--- config.mk ---
export PLATFORM = sky130hd
export DESIGN_NAME = flash_program_store_guard
export DESIGN_NICKNAME = d
export VERILOG_FILES = /design/src/shared/flash_guard_pkg.sv /design/src/shared/lock_check_if.sv /design/src/rtl/lock_page_check.sv /design/src/rtl/flash_program_store_guard.sv
export SDC_FILE = /design/constraint.sdc
export NUM_CORES = 1
export LEC_CHECK = 0
export BUFFER_PORTS_ARGS = -buffer_cell sky130_fd_sc_hd__buf_2
export CORE_UTILIZATION = 53
export CTS_BUF_LIST = sky130_fd_sc_hd__clkbuf_16
export DETAILED_ROUTE_END_ITERATION = 8
export PLACE_DENSITY = 0.81
export SLEW_MARGIN = 20
export SYNTH_ARGS = -nofsm -noshare
export SYNTH_HDL_FRONTEND = slang
export SYNTH_SLANG_ARGS = --single-unit
--- constraint.sdc ---
create_clock -name CLK_I -period 5.4 [get_ports CLK_I]
set_clock_uncertainty 0.05 [all_clocks]
set_input_delay 0 -clock CLK_I [delete_from_list [all_inputs] [get_ports CLK_I]]
set_output_delay 0 -clock CLK_I [all_outputs]
set_load 0.05 [all_outputs]
--- src/shared/flash_guard_pkg.sv ---
// constants shared by the program flash guard and its page lock checker
package flash_guard_pkg;
  // control register on the special function register bus
  localparam logic [7:0]  CTRL_SFR_ADDR  = 8'h8f;
  localparam logic [7:0]  CTRL_RESET     = 8'h00;
  localparam int          WE_BIT         = 0;
  localparam int          EE_BIT         = 1;
  // flash geometry
  localparam int          PAGE_SHIFT     = 9;
  localparam int          PAGE_BITS      = 7;
  localparam logic [15:0] RESERVED_BASE  = 16'hfc00;
  localparam logic [15:0] LOCK_BYTE_64K  = 16'hfbff;
  localparam logic [15:0] LOCK_BYTE_32K  = 16'h7fff;
  localparam logic [6:0]  LOCK_PAGE_64K  = 7'h7d;
  localparam logic [6:0]  LOCK_PAGE_32K  = 7'h3f;
  localparam logic [8:0]  PAGE_OFFS_ZERO = 9'h000;
  localparam logic [7:0]  ERASED_BYTE    = 8'hff;
  localparam logic [7:0]  DENIED_BYTE    = 8'h00;

  typedef enum logic [1:0] {
    ST_FETCH,
    ST_FETCH_WAIT,
    ST_IDLE,
    ST_READ
  } guard_state_t;
endpackage : flash_guard_pkg

--- src/shared/lock_check_if.sv ---
// carrier between the guard and its page lock checker
`timescale 1ns/10ps
`default_nettype none
interface lock_check_if;
  logic [7:0] lock_byte;
  logic [6:0] page;
  logic       locked;

  modport owner   (output lock_byte, output page, input locked);
  modport judge   (input lock_byte, input page, output locked);
endinterface : lock_check_if
`default_nettype wire

--- src/rtl/lock_page_check.sv ---
// decides whether a flash page is covered by the security lock byte
`timescale 1ns/10ps
`default_nettype none
module lock_page_check
  import flash_guard_pkg::*;
#(
  parameter logic [6:0] LOCK_PAGE = LOCK_PAGE_64K
)(
  input  wire logic   clk_i,
  input  wire logic   rst_n_i,
  lock_check_if.judge   chk
);
  logic [7:0] page_count;
  logic       low_hit;
  logic       lock_page_hit;

  always_comb
  begin
    page_count    = ~chk.lock_byte;
    low_hit       = {1'b0, chk.page} < page_count;
    lock_page_hit = (page_count != 8'h00) && (chk.page == LOCK_PAGE);
    chk.locked    = low_hit || lock_page_hit;
  end
endmodule : lock_page_check
`default_nettype wire

--- src/rtl/flash_program_store_guard.sv ---
// program flash guard: control register, move routing and lock byte protection
`timescale 1ns/10ps
`default_nettype none
module flash_program_store_guard
  import flash_guard_pkg::*;
#(
  parameter bit FLASH_64K = 1'b1
)(
  // clock and reset
  input  wire logic        CLK_I,
  input  wire logic        RST_N_I,
  // special function register bus
  input  wire logic [7:0]  SFR_ADDR_I,
  input  wire logic        SFR_WR_I,
  input  wire logic [7:0]  SFR_WDATA_I,
  output logic      [7:0]  SFR_RDATA_O,
  // core move requests
  input  wire logic        XMOVE_WR_I,
  input  wire logic        XMOVE_RD_I,
  input  wire logic        CODE_RD_I,
  input  wire logic [15:0] CORE_ADDR_I,
  input  wire logic [7:0]  CORE_WDATA_I,
  input  wire logic        ACCESS_UNPROT_I,
  output logic             CORE_READY_O,
  output logic      [7:0]  CODE_RDATA_O,
  output logic             CODE_RVALID_O,
  // external data RAM side
  output logic             EXT_RAM_RD_O,
  output logic             EXT_RAM_WR_O,
  output logic      [15:0] EXT_RAM_ADDR_O,
  output logic      [7:0]  EXT_RAM_WDATA_O,
  // flash array side
  output logic             FLASH_RD_O,
  output logic             FLASH_WR_O,
  output logic             FLASH_ERASE_O,
  output logic      [15:0] FLASH_ADDR_O,
  output logic      [7:0]  FLASH_WDATA_O,
  input  wire logic [7:0]  FLASH_RDATA_I
);
  localparam logic [15:0] LOCK_ADDR = FLASH_64K ? LOCK_BYTE_64K : LOCK_BYTE_32K;
  localparam logic [6:0]  LOCK_PAGE = FLASH_64K ? LOCK_PAGE_64K : LOCK_PAGE_32K;

  guard_state_t state_reg, state_next;
  logic [1:0]   ctrl_reg, ctrl_next;
  logic [7:0]   lock_reg, lock_next;
  logic [7:0]   sfr_rdata_reg, sfr_rdata_next;
  logic         ready_reg, ready_next;
  logic         deny_reg, deny_next;
  logic [7:0]   code_rdata_reg, code_rdata_next;
  logic         code_rvalid_reg, code_rvalid_next;
  logic         ext_ram_rd_reg, ext_ram_rd_next;
  logic         ext_ram_wr_reg, ext_ram_wr_next;
  logic [15:0]  ext_ram_addr_reg, ext_ram_addr_next;
  logic [7:0]   ext_ram_wdata_reg, ext_ram_wdata_next;
  logic         flash_rd_reg, flash_rd_next;
  logic         flash_wr_reg, flash_wr_next;
  logic         flash_erase_reg, flash_erase_next;
  logic [15:0]  flash_addr_reg, flash_addr_next;
  logic [7:0]   flash_wdata_reg, flash_wdata_next;
  logic         in_user;
  logic         deny;

  lock_check_if lk ();
  assign lk.lock_byte = lock_reg;
  assign lk.page      = CORE_ADDR_I[15:PAGE_SHIFT];

  lock_page_check #(
    .LOCK_PAGE (LOCK_PAGE)
  ) u_lock_check (
    .clk_i   (CLK_I),
    .rst_n_i (RST_N_I),
    .chk     (lk)
  );

  always_comb
  begin
    in_user = CORE_ADDR_I <= LOCK_ADDR;
    deny    = ACCESS_UNPROT_I && lk.locked;

    state_next       = state_reg;
    ctrl_next        = ctrl_reg;
    lock_next        = lock_reg;
    deny_next        = deny_reg;
    code_rdata_next  = code_rdata_reg;
    code_rvalid_next = 1'b0;
    ext_ram_rd_next    = 1'b0;
    ext_ram_wr_next    = 1'b0;
    ext_ram_addr_next  = ext_ram_addr_reg;
    ext_ram_wdata_next = ext_ram_wdata_reg;
    flash_rd_next    = 1'b0;
    flash_wr_next    = 1'b0;
    flash_erase_next = 1'b0;
    flash_addr_next  = flash_addr_reg;
    flash_wdata_next = flash_wdata_reg;
    // reserved bit 2 and unused bits are dropped and read back as zero
    if (SFR_WR_I && (SFR_ADDR_I == CTRL_SFR_ADDR))
      ctrl_next = SFR_WDATA_I[1:0];
    case (state_reg)
      ST_FETCH:
      begin
        // the lock byte is fetched after every reset before any core move request is served; register writes are taken at once
        flash_rd_next   = 1'b1;
        flash_addr_next = LOCK_ADDR;
        state_next      = ST_FETCH_WAIT;
      end
      ST_FETCH_WAIT:
      begin
        lock_next  = FLASH_RDATA_I;
        state_next = ST_IDLE;
      end
      ST_IDLE:
      begin
        if (XMOVE_WR_I)
        begin
          if (!ctrl_reg[WE_BIT])
          begin
            ext_ram_wr_next    = 1'b1;
            ext_ram_addr_next  = CORE_ADDR_I;
            ext_ram_wdata_next = CORE_WDATA_I;
          end
          else if (in_user && !deny)
          begin
            flash_addr_next = CORE_ADDR_I;
            if (ctrl_reg[EE_BIT])
            begin
              flash_erase_next = 1'b1;
              flash_addr_next  = {CORE_ADDR_I[15:PAGE_SHIFT], PAGE_OFFS_ZERO};
              if (CORE_ADDR_I[15:PAGE_SHIFT] == LOCK_ADDR[15:PAGE_SHIFT])
                lock_next = ERASED_BYTE;
            end
            else
            begin
              flash_wr_next    = 1'b1;
              flash_wdata_next = CORE_WDATA_I;
              // programming only clears bits, so the shadow copy does the same
              if (CORE_ADDR_I == LOCK_ADDR)
                lock_next = lock_reg & CORE_WDATA_I;
            end
          end
        end
        else if (XMOVE_RD_I)
        begin
          ext_ram_rd_next   = 1'b1;
          ext_ram_addr_next = CORE_ADDR_I;
        end
        else if (CODE_RD_I)
        begin
          deny_next       = deny || !in_user;
          flash_rd_next   = !(deny || !in_user);
          flash_addr_next = CORE_ADDR_I;
          state_next      = ST_READ;
        end
      end
      ST_READ:
      begin
        code_rvalid_next = 1'b1;
        code_rdata_next  = deny_reg ? DENIED_BYTE : FLASH_RDATA_I;
        deny_next        = 1'b0;
        state_next       = ST_IDLE;
      end
      default: state_next = ST_FETCH;
    endcase

    ready_next     = (state_next == ST_IDLE);
    sfr_rdata_next = (SFR_ADDR_I == CTRL_SFR_ADDR) ? {6'h00, ctrl_next} : 8'h00;
  end

  always_ff @(posedge CLK_I or negedge RST_N_I)
  begin
    if (!RST_N_I)
    begin
      state_reg       <= ST_FETCH;
      ctrl_reg        <= CTRL_RESET[1:0];
      lock_reg        <= ERASED_BYTE;
      sfr_rdata_reg   <= 8'h00;
      ready_reg       <= 1'b0;
      deny_reg        <= 1'b0;
      code_rdata_reg  <= 8'h00;
      code_rvalid_reg <= 1'b0;
      ext_ram_rd_reg    <= 1'b0;
      ext_ram_wr_reg    <= 1'b0;
      ext_ram_addr_reg  <= 16'h0000;
      ext_ram_wdata_reg <= 8'h00;
      flash_rd_reg    <= 1'b0;
      flash_wr_reg    <= 1'b0;
      flash_erase_reg <= 1'b0;
      flash_addr_reg  <= 16'h0000;
      flash_wdata_reg <= 8'h00;
    end
    else
    begin
      state_reg       <= state_next;
      ctrl_reg        <= ctrl_next;
      lock_reg        <= lock_next;
      sfr_rdata_reg   <= sfr_rdata_next;
      ready_reg       <= ready_next;
      deny_reg        <= deny_next;
      code_rdata_reg  <= code_rdata_next;
      code_rvalid_reg <= code_rvalid_next;
      ext_ram_rd_reg    <= ext_ram_rd_next;
      ext_ram_wr_reg    <= ext_ram_wr_next;
      ext_ram_addr_reg  <= ext_ram_addr_next;
      ext_ram_wdata_reg <= ext_ram_wdata_next;
      flash_rd_reg    <= flash_rd_next;
      flash_wr_reg    <= flash_wr_next;
      flash_erase_reg <= flash_erase_next;
      flash_addr_reg  <= flash_addr_next;
      flash_wdata_reg <= flash_wdata_next;
    end
  end

  assign SFR_RDATA_O   = sfr_rdata_reg;
  assign CORE_READY_O  = ready_reg;
  assign CODE_RDATA_O  = code_rdata_reg;
  assign CODE_RVALID_O = code_rvalid_reg;
  assign EXT_RAM_RD_O    = ext_ram_rd_reg;
  assign EXT_RAM_WR_O    = ext_ram_wr_reg;
  assign EXT_RAM_ADDR_O  = ext_ram_addr_reg;
  assign EXT_RAM_WDATA_O = ext_ram_wdata_reg;
  assign FLASH_RD_O    = flash_rd_reg;
  assign FLASH_WR_O    = flash_wr_reg;
  assign FLASH_ERASE_O = flash_erase_reg;
  assign FLASH_ADDR_O  = flash_addr_reg;
  assign FLASH_WDATA_O = flash_wdata_reg;

  logic idle_q;
  assign idle_q = (state_reg == ST_IDLE);
endmodule : flash_program_store_guard
`default_nettype wire

==> impl_metrics.tcl, run 1 <==
set metrics [dict create \
    status "finished clean" \
    post_cts_resized 0 \
    netlist.area_leader.share 0.4982 \
    fp.coreArea_um2 6386 \
    r2r_start "lk.lock_byte[3]$_DFFE_PN1P_" \
    cp.required_ps 5580 \
    die_w_um 83.45 \
    grt_overflow 0 \
    fin_setup_tns_ps 0 \
    ys_async_sr_fraction 1.000 \
    synthTopCellsByArea "dfrtp_1 50%, mux2_2 11%, dfstp_2 6.0%, mux2i_1 5.1%, nand2_1 2.7%" \
    die-area_um2 6963 \
    post-route-period-util 0.6093 \
    worstMarginPinSlew_ps 1056 \
    antenna_found_initial 0 \
    clock_sinks 78 \
    synth_ff_type "dfrtp_1" \
    htree_levels 3 \
    synth_edf_count 0 \
    max_freq_ghz 0.3039 \
    layout.cells.non_filler 541 \
    syn_avg_cell_area_um2 11.49 \
    yosysMostFrequentCell "dfrtp_1" \
    dieHeight_um 83.45 \
    numCtsBuffers 9 \
    synthMuxAreaShare 0.1601 \
    synth-compound-area-share 0.1011 \
    path_buf_inv 0 \
    multi_input_area_um2 1383 \
    vias_per_cell 5.322 \
    vias 2879 \
    post-cts-setup-buffers 0 \
    root_buffer "clkbuf_16" \
    yosysTopAreaCell "dfrtp_1" \
    place_congestion 0.8444 \
    crit_family "compound AO/OA/AOI/OAI gates" \
    fin_util 0.7496 \
    reg2reg_to "FLASH_ADDR_O[9]$_DFFE_PN0P_" \
    cp_max_fo 16 \
    clk_pin_slew_ps 60 \
    hold_depth 4 \
    vdd_drop_max_mv 0.2997 \
    crit_path_max_incr_delay_ps 980 \
    r2r_cells 7 \
    rows 29 \
    drtAntennaViolNets 0 \
    grt_usage 0.2479 \
    wl_per_cell_um 15.24 \
    synth_seq_cells 78 \
    yosysSeqAreaShare 0.5580 \
    start_kind "flip-flop" \
    finalMaxSlewViolations 0 \
    synth_simple_gate_area_frac 0.1043 \
    leakage_nw 2.450 \
    cts_tree "built" \
    finalPower_w 0.002008 \
    antenna_cells 0 \
    ys_types 43 \
    hold_end "deny_reg$_DFFE_PN0P_" \
    finalHoldViolations 0 \
    wirelength_mm 8.243 \
    crit_chain "ha_1 -> a211oi_1 -> o21a_1 -> o22ai_2 -> a21boi_2 -> a311o_1 -> mux2i_1" \
    hold_start "XMOVE_RD_I" \
    io_pins 126 \
    slew_headroom 0.2958 \
    finalCriticalPeriod_ps 3290 \
    route.detailed.drc 0 \
    io_buffers 113 \
    criticalPathCategory "reg2reg" \
    post-place-cells 483 \
    hold_buffers 42 \
    setup_violations 0 \
    clk-insertion-delay-late_ps 330 \
    synthToLayoutAreaGrowth_pct 36.16 \
    synth_common_cells "70 x dfrtp_1, 34 x mux2_2, 25 x nand2_1" \
    dp.final_hpwl_mm 5.558 \
    synth_top_family_by_area "multiplexers" \
    min_path_type "in2reg" \
    rsz0062_at_grt "false" \
    cellPowerDensity_nw_per_um2 419.5 \
    ctsLongestPathBuffers 2 \
    cp_data_arrival_time_ps 3470 \
    synthAdderAreaFrac 0.02135 \
    grt_pass1_vias 2928 \
    grt_pass1_wl_mm 13.60 \
    seq_area_um2 1962 \
    end_kind "flip-flop" \
    fillers 437 \
    synthCells 306 \
    yosys_warnings 0 \
    synth-xor-area-share 0 \
    syn_area_um2 3516 \
    first_pass_iters 4 \
    initial_core_util 0.5505 \
    first_iter_violations 86 \
    layout-drive-gt1-share 0.3772 \
    cap_violations 0 \
    final_nets 520 \
    cpMaxStageDelayCell "a311o_1" \
    grt_max_degree 79 \
    rrSetupSlack_ps 2110 \
]
## final cells by class
class	count	area share
Tap cell	77	0.02013
Clock inverter	7	0.008887
Sequential cell	78	0.4098
Inverter	22	0.01725
Clock buffer	9	0.04705
Multi-Input combinational cell	192	0.2888
Timing Repair Buffer	156	0.2081
## kinds of logic after synthesis
family                     count (synthesis)
muxes                                     52
and+or+nand+nor                           72
AOI/OAI and AO/OA                         56
other                                      1
buffers and inverters                     41
adders and majority gates                  6
DFF                                       78
## worst register-to-register path, delay by kind of cell (launching register included)
kind | cells | cell delay, ps
AO/OA/AOI/OAI | 5 | 2050
flip-flops | 1 | 550
multiplexers | 1 | 300
adder cells (fa/ha/maj) | 1 | 240
## routing by layer
layer	routed length [µm]	GRT usage
met1	3382	0.3083
met2	4312	0.4247
met3	409	0.04871
met4	140	0.1032
met5	0	0
## layout by cell type (no fill, tap or decap), types with 4 or more instances in the layout
master         count
a211oi_1           9
a21oi_1            9
buf_2            112
clkbuf_16          9
conb_1             6
dfrtp_1           70
dfstp_2            8
dlygate4sd3_1     42
ha_1               6
inv_1             23
mux2_2            34
mux2i_1           18
nand2_1           25
nand2b_1          11
nand4_1            4
nor2_1            17
o21ai_0           18
o22ai_1            8
## power by group
group | total [W] | switching, W | leakage (nW) | internal, W
Combinational | 0.000710 | 0.000520 | 1.39 | 0.000190
Sequential | 0.000765 | 0.0000632 | 0.930 | 0.000702
Clock | 0.000533 | 0.000226 | 0.132 | 0.000307
## metrics by stage
| step | area [µm²] | hold WS, ps | setup WS [ps] |
|---|---|---|---|
| 3_5_place_dp | 4099 | 153.8 | 2159 |
| 3_3_place_gp | 4099 | 150.8 | 2280 |
| 4_1_cts | 4787 | 5.945 | 2130 |
| 5_1_grt | 4787 | 45.34 | 1979 |
| 6_report | 4787 | 19.93 | 2110 |
| 2_1_floorplan | 3535 | -345.6 | 3125 |
## how the worst max path moves through the flow
stage,cells after the start,startpoint,slack (ps),end
after floorplan,9,lk.lock_byte[3]$_DFFE_PN1P_,3130,FLASH_ADDR_O[10]$_DFFE_PN0P_
after global placement,7,lk.lock_byte[3]$_DFFE_PN1P_,2280,FLASH_ADDR_O[3]$_DFFE_PN0P_
after detailed placement,7,lk.lock_byte[3]$_DFFE_PN1P_,2160,FLASH_ADDR_O[11]$_DFFE_PN0P_
after CTS,7,lk.lock_byte[3]$_DFFE_PN1P_,2130,FLASH_ADDR_O[11]$_DFFE_PN0P_
after global routing,7,lk.lock_byte[3]$_DFFE_PN1P_,1980,FLASH_ADDR_O[15]$_DFFE_PN0P_
final,7,lk.lock_byte[3]$_DFFE_PN1P_,2110,FLASH_ADDR_O[9]$_DFFE_PN0P_
Note: power is estimated with default switching activity, not from simulation.
==> run 2: changes to the inputs <==
--- a/config.mk
+++ b/config.mk
@@ -5,11 +5,12 @@
 export SDC_FILE = /design/constraint.sdc
 export NUM_CORES = 1
 export LEC_CHECK = 0
+export ABC_AREA = 1
 export BUFFER_PORTS_ARGS = -buffer_cell sky130_fd_sc_hd__buf_2
-export CORE_UTILIZATION = 53
+export CORE_UTILIZATION = 45
 export CTS_BUF_LIST = sky130_fd_sc_hd__clkbuf_16
 export DETAILED_ROUTE_END_ITERATION = 8
-export PLACE_DENSITY = 0.81
+export PLACE_DENSITY = 0.73
 export SLEW_MARGIN = 20
 export SYNTH_ARGS = -nofsm -noshare
 export SYNTH_HDL_FRONTEND = slang
==> constraint.sdc (replaced) <==
create_clock -name CLK_I -period 3 [get_ports CLK_I]
set_clock_uncertainty 0.05 [all_clocks]
set_input_delay 0 -clock CLK_I [delete_from_list [all_inputs] [get_ports CLK_I]]
set_output_delay 0 -clock CLK_I [all_outputs]
set_load 0.05 [all_outputs]
==> run 2 against run 1 <==
  * Critical path depth is 2 higher
  * Highest routed layer unchanged
  * Largest power group unchanged
  * Die area is 22% higher
  * First-iteration DRC count is 70% higher
  * Combinational power is 79% higher
  * Global-route usage is 1.3 points lower
  * Critical endpoint is now FLASH_ADDR_O[15]$_DFFE_PN0P_
  * Register-to-register slack worse by 1300 ps
==> impl_metrics.tcl, run 2 <==
set metrics [dict create \
    rows 32 \
    clock_sinks 78 \
    grt_overflow 0 \
    grt_max_degree 79 \
    layout-drive-gt1-share 0.2653 \
    syn_area_um2 3651 \
    io_pins 126 \
    min_path_type "in2reg" \
    fin_util 0.6377 \
    cellPowerDensity_nw_per_um2 758.4 \
    cts_tree "built" \
    vdd_drop_max_mv 0.4125 \
    final_nets 644 \
    cp.required_ps 3170 \
    final_cell_mix "152 x nand2_1, 112 x buf_2, 70 x dfrtp_1" \
    criticalPathCategory "in2reg" \
    dieHeight_um 92.08 \
    finalPower_w 0.003757 \
    synthTopCellsByArea "dfrtp_1 48%, nand2_1 16%, dfstp_2 5.8%, nand3_1 5.2%, inv_1 4.4%" \
    antenna_found_initial 0 \
    wirelength_mm 9.158 \
    place_congestion 0.8504 \
    rsz0062_at_grt "false" \
    grt_pass1_wl_mm 15.61 \
    wl_per_cell_um 13.27 \
    antenna_cells 0 \
    initial_core_util 0.4700 \
    yosysMostFrequentCell "nand2_1" \
    leakage_nw 2.738 \
    synth_seq_cells 78 \
    dp.final_hpwl_mm 6.458 \
    clk-insertion-delay-late_ps 330 \
    finalHoldViolations 0 \
    syn_avg_cell_area_um2 8.491 \
    start_kind "input port" \
    post-route-period-util 0.7453 \
    end_kind "flip-flop" \
    max_freq_ghz 0.4473 \
    vias 3339 \
    synth_edf_count 0 \
    clk_pin_slew_ps 60 \
    grt_pass1_vias 3371 \
    cap_violations 0 \
    die-area_um2 8478 \
    root_buffer "clkbuf_16" \
    htree_levels 3 \
    grt_usage 0.2351 \
    setup_violations 0 \
    synth_common_cells "152 x nand2_1, 70 x dfrtp_1, 43 x inv_1" \
    fin_setup_tns_ps 0 \
    yosys_warnings 0 \
    cp_data_arrival_time_ps 2400 \
    first_pass_iters 4 \
    cp_max_fo 17 \
    die_w_um 92.08 \
    drtAntennaViolNets 0 \
    ys_types 32 \
    numCtsBuffers 9 \
    synthCells 430 \
    status "finished clean" \
    ctsLongestPathBuffers 2 \
    finalCriticalPeriod_ps 2236 \
    route.detailed.drc 0 \
    fillers 714 \
    post-cts-setup-buffers 0 \
    final_common_cell "nand2_1" \
    io_buffers 113 \
    post_cts_resized 0 \
    synthToLayoutAreaGrowth_pct 35.68 \
    finalMaxSlewViolations 0 \
    first_iter_violations 146 \
    fp.coreArea_um2 7767 \
    worstMarginPinSlew_ps 949.6 \
    yosysTopAreaCell "dfrtp_1" \
    ys_async_sr_fraction 1.000 \
    yosysSeqAreaShare 0.5374 \
    synth_ff_type "dfrtp_1" \
    slew_headroom 0.3669 \
    vias_per_cell 4.839 \
    netlist.area_leader.share 0.4798 \
]
run 2: path summary, 6_finish.rpt:
path                                              from                       endpoint  slack, ps  cells past startpoint
max                                         XMOVE_RD_I   FLASH_ADDR_O[15]$_DFFE_PN0P_        760                      9
min                                    ACCESS_UNPROT_I        FLASH_ERASE_O$_DFF_PN0_          4                      4
max reg2reg                     state_reg[0]$_DFF_PN0_  EXT_RAM_ADDR_O[7]$_DFFE_PN0P_        830                      3
min reg2reg                FLASH_ADDR_O[8]$_DFFE_PN0P_    FLASH_ADDR_O[8]$_DFFE_PN0P_        420                      2
max in group asynchronous                      RST_N_I   FLASH_WDATA_O[6]$_DFFE_PN0P_       1980                      2
min in group asynchronous                      RST_N_I    FLASH_ADDR_O[1]$_DFFE_PN0P_        310                      2
run 2: area by class of cell:
class                   count  area, µm²  share of cell area
clock buffers               9      225.2             0.04547
clock inverters             7      66.31             0.01339
inverters                  47      181.4             0.03663
multi-input cells         294       1423              0.2872
flip-flops and latches     78       1962              0.3961
well taps                 102      127.6             0.02576
repair buffers            153      968.4              0.1955
run 2: timing repair:
| action | CTS | global route |
|---|---|---|
| endpoints found under the setup margin | 0 | 0 |
| endpoints found under the hold margin | 123 | 0 |
| hold buffers | 40 | 0 |
run 2: cell families after synthesis:
group                    after synthesis  synth area share
buffers and inverters                 63           0.07813
flip-flops                            78            0.5374
other                                  1          0.001027
adder cells (fa/ha/maj)                6           0.02056
AO/OA/AOI/OAI                         52           0.08431
AND/OR/NAND/NOR                      230            0.2786
run 2: through the flow:
| stage | cell area [µm²] | worst slack, ps | hold slack [ps] | std cells |
|---|---|---|---|---|
| 2_1_floorplan | 3670 | 1159 | -345.6 | 435 |
| 3_3_place_gp | 4262 | 890.1 | 157.7 | 634 |
| 3_5_place_dp | 4262 | 818.7 | 159.4 | 634 |
| 4_1_cts | 4954 | 741.5 | 13.84 | 690 |
| 5_1_grt | 4954 | 561.9 | 41.61 | 690 |
| 6_report | 4954 | 764.2 | 3.574 | 690 |
run 2: routing by layer:
metal	up-vias	GRT usage	routed length (µm)
met3	9	0.06302	569
met2	105	0.3955	4454
li1	1674	-	-
met5	-	0	0
met1	1551	0.2969	4009
met4	0	0.06901	125
run 2: power by group:
part	switching [W]	internal (W)	leakage (nW)
logic	0.000952	0.000318	1.63
registers	0.000145	0.00129	0.966
clock network	0.000417	0.000638	0.140
total	0.00151	0.00224	2.74
run 2: critical path, cell delays in order:
cell and delay (ps):
dlygate4sd3_1 530, buf_2 130, nand2_1 60, dlygate4sd3_1 570, nor2_2 60, nor3_4 620, nand2_4 250, nand2_1 120
nand2_1 60
==> run 3: changes to the inputs <==
--- a/config.mk
+++ b/config.mk
@@ -5,7 +5,7 @@
 export SDC_FILE = /design/constraint.sdc
 export NUM_CORES = 1
 export LEC_CHECK = 0
-export ABC_AREA = 1
+export ABC_AREA = 0
 export BUFFER_PORTS_ARGS = -buffer_cell sky130_fd_sc_hd__buf_2
 export CORE_UTILIZATION = 45
 export CTS_BUF_LIST = sky130_fd_sc_hd__clkbuf_16
==> constraint.sdc (replaced) <==
create_clock -name CLK_I -period 1.8 [get_ports CLK_I]
set_clock_uncertainty 0.05 [all_clocks]
set_input_delay 0 -clock CLK_I [delete_from_list [all_inputs] [get_ports CLK_I]]
set_output_delay 0 -clock CLK_I [all_outputs]
set_load 0.05 [all_outputs]
==> run 3 against run 2 <==
  * The flow now finishes with violations (setup timing)
  * Clock power grew 95%
  * Critical path depth unchanged
  * Sequential share of layout area decreased by 2.4 points
  * Flip-flop and latch count is the same
  * Hold slack improved by 18 ps
  * Largest cell class unchanged
==> impl_metrics.tcl, run 3 (synthesized netlist as in run 1, its figures left out) <==
set metrics [dict create \
    hold_end "deny_reg$_DFFE_PN0P_" \
    fp.coreArea_um2 7408 \
    rows 31 \
    setup_violations 36 \
    die_w_um 90.39 \
    finalPower_w 0.006654 \
    grt_max_degree 46 \
    reg2reg_to "FLASH_WDATA_O[5]$_DFFE_PN0P_" \
    first_pass_iters 4 \
    die-area_um2 8170 \
    r2r_cells 9 \
    grt_pass1_wl_mm 15.50 \
    root_buffer "clkbuf_16" \
    rsz0062_at_grt "true" \
    cap_violations 0 \
    post-route-period-util 1.206 \
    drtAntennaViolNets 0 \
    dp.final_hpwl_mm 5.957 \
    dieHeight_um 90.39 \
    clock_sinks 78 \
    place_congestion 0.8548 \
    crit_family "flip-flops" \
    crit_chain "ha_4 -> o211ai_1 -> o21a_1 -> o22ai_2 -> a21boi_2 -> buf_6 -> nor4_4 -> buf_6 -> mux2_2" \
    min_path_type "in2reg" \
    ctsLongestPathBuffers 2 \
    layout-drive-gt1-share 0.4501 \
    violations "setup timing" \
    hold_start "XMOVE_RD_I" \
    final_common_cell "buf_2" \
    grt_pass1_vias 3097 \
    cp_max_fo 9 \
    grt_overflow 0 \
    path_common_cell "buf_6" \
    cellPowerDensity_nw_per_um2 1261 \
    htree_levels 3 \
    final_cell_mix "112 x buf_2, 70 x dfrtp_1, 41 x dlygate4sd3_1" \
    wl_per_cell_um 15.84 \
    io_pins 126 \
    rrSetupSlack_ps -370 \
    antenna_cells 0 \
    synthToLayoutAreaGrowth_pct 50.04 \
    io_buffers 113 \
    max_freq_ghz 0.4607 \
    grt_usage 0.2410 \
    first_iter_violations 120 \
    r2r_start "lk.lock_byte[1]$_DFFE_PN1P_" \
    cts_tree "built" \
    cp.required_ps 1960 \
    numCtsBuffers 9 \
    path_buf_inv 2 \
    finalCriticalPeriod_ps 2170 \
    vdd_drop_max_mv 0.9358 \
    crit_path_max_incr_delay_ps 550 \
    leakage_nw 2.656 \
    status "complete, but fails checks" \
    fin_util 0.7120 \
    vias_per_cell 5.073 \
    wirelength_mm 9.346 \
    end_kind "flip-flop" \
    initial_core_util 0.4746 \
    clk_pin_slew_ps 60 \
    finalMaxSlewViolations 0 \
    final_nets 547 \
    vias 2993 \
    start_kind "flip-flop" \
    finalWorstSetupSlack_ps -370.5 \
    antenna_found_initial 0 \
    hold_depth 4 \
    cp_data_arrival_time_ps 2330 \
    clk-insertion-delay-late_ps 330 \
    route.detailed.drc 0 \
    criticalPathCategory "reg2reg" \
    finalHoldViolations 0 \
    timing.hold.ws_ps 21.56 \
    cpMaxStageDelayCell "dfstp_2" \
]
==> run 3: cell types whose count changed in the layout (fill, tap and decap cells not counted), sizes merged, moves of 11 or more <==
| cell | change |
|---|---|
| nand3 | -36 |
| mux2i | +18 |
| buf | +29 |
| mux2 | +34 |
| nand2b | +11 |
| inv | -24 |
| nand2 | -133 |
==> run 3: power by group <==
group	internal (W)	total, W	switching (W)
clock	0.00135	0.00205	0.000706
sequential	0.00210	0.00230	0.000194
combinational	0.000689	0.00230	0.00161
total	0.00414	0.00665	0.00251
==> run 3: worst max-delay path by stage <==
stage                                startpoint                      endpoint  slack [ps]  cells past startpoint
floorplan           lk.lock_byte[3]$_DFFE_PN1P_  FLASH_ADDR_O[10]$_DFFE_PN0P_        -330                      9
global placement    lk.lock_byte[3]$_DFFE_PN1P_  FLASH_ADDR_O[11]$_DFFE_PN0P_        -340                      8
detailed placement  lk.lock_byte[3]$_DFFE_PN1P_   FLASH_ADDR_O[1]$_DFFE_PN0P_        -410                      8
CTS                 lk.lock_byte[1]$_DFFE_PN1P_  FLASH_WDATA_O[2]$_DFFE_PN0P_        -360                      9
global route        lk.lock_byte[3]$_DFFE_PN1P_  FLASH_WDATA_O[7]$_DFFE_PN0P_        -480                      9
finish              lk.lock_byte[1]$_DFFE_PN1P_  FLASH_WDATA_O[5]$_DFFE_PN0P_        -370                      9
==> run 3: per-stage QoR <==
| stage | setup TNS [ps] | instance area (µm²) | setup slack, ps | instances |
|---|---|---|---|---|
| floorplan | -7992 | 3585 | -328.3 | 311 |
| global placement | -10170 | 4369 | -340.4 | 527 |
| detailed placement | -11950 | 4369 | -410.0 | 527 |
| CTS | -9698 | 5243 | -360.9 | 588 |
| global route | -15080 | 5275 | -475.7 | 590 |
| finish | -10740 | 5275 | -370.5 | 590 |
==> run 3: what timing repair did <==
item / 4_1_cts / 5_1_grt
endpoints found under the setup margin: 36 / 52
hold buffers: 41 / 0
resized for setup: 18 / 5
pin swaps: 11 / 3
setup buffers: 3 / 3
gates cloned: 1 / 0
endpoints found under the hold margin: 128 / 0
==> run 3: worst register-to-register path, stage by stage (launching register included) <==
cell,delay (ps)
dfstp_2,550
ha_4,130
o211ai_1,90
o21a_1,180
o22ai_2,160
a21boi_2,90
buf_6,140
nor4_4,140
buf_6,190
mux2_2,340
==> run 3: cell type report <==
type	count	area [µm²]
repair buffers	183	1265
clock buffers	9	225.2
fillers	536	2133
flip-flops and latches	78	1962
multi-input cells	192	1503
well taps	99	123.9
clock inverters	7	113.9
inverters	22	82.58
==> run 3: layer usage <==
layer,global-route usage,part of all wire,up-vias
li1,-,-,1409
met1,0.3137,0.43,1467
met3,0.04798,0.046,13
met4,0.07527,0.015,0
met2,0.4059,0.51,104
met5,0,0,-
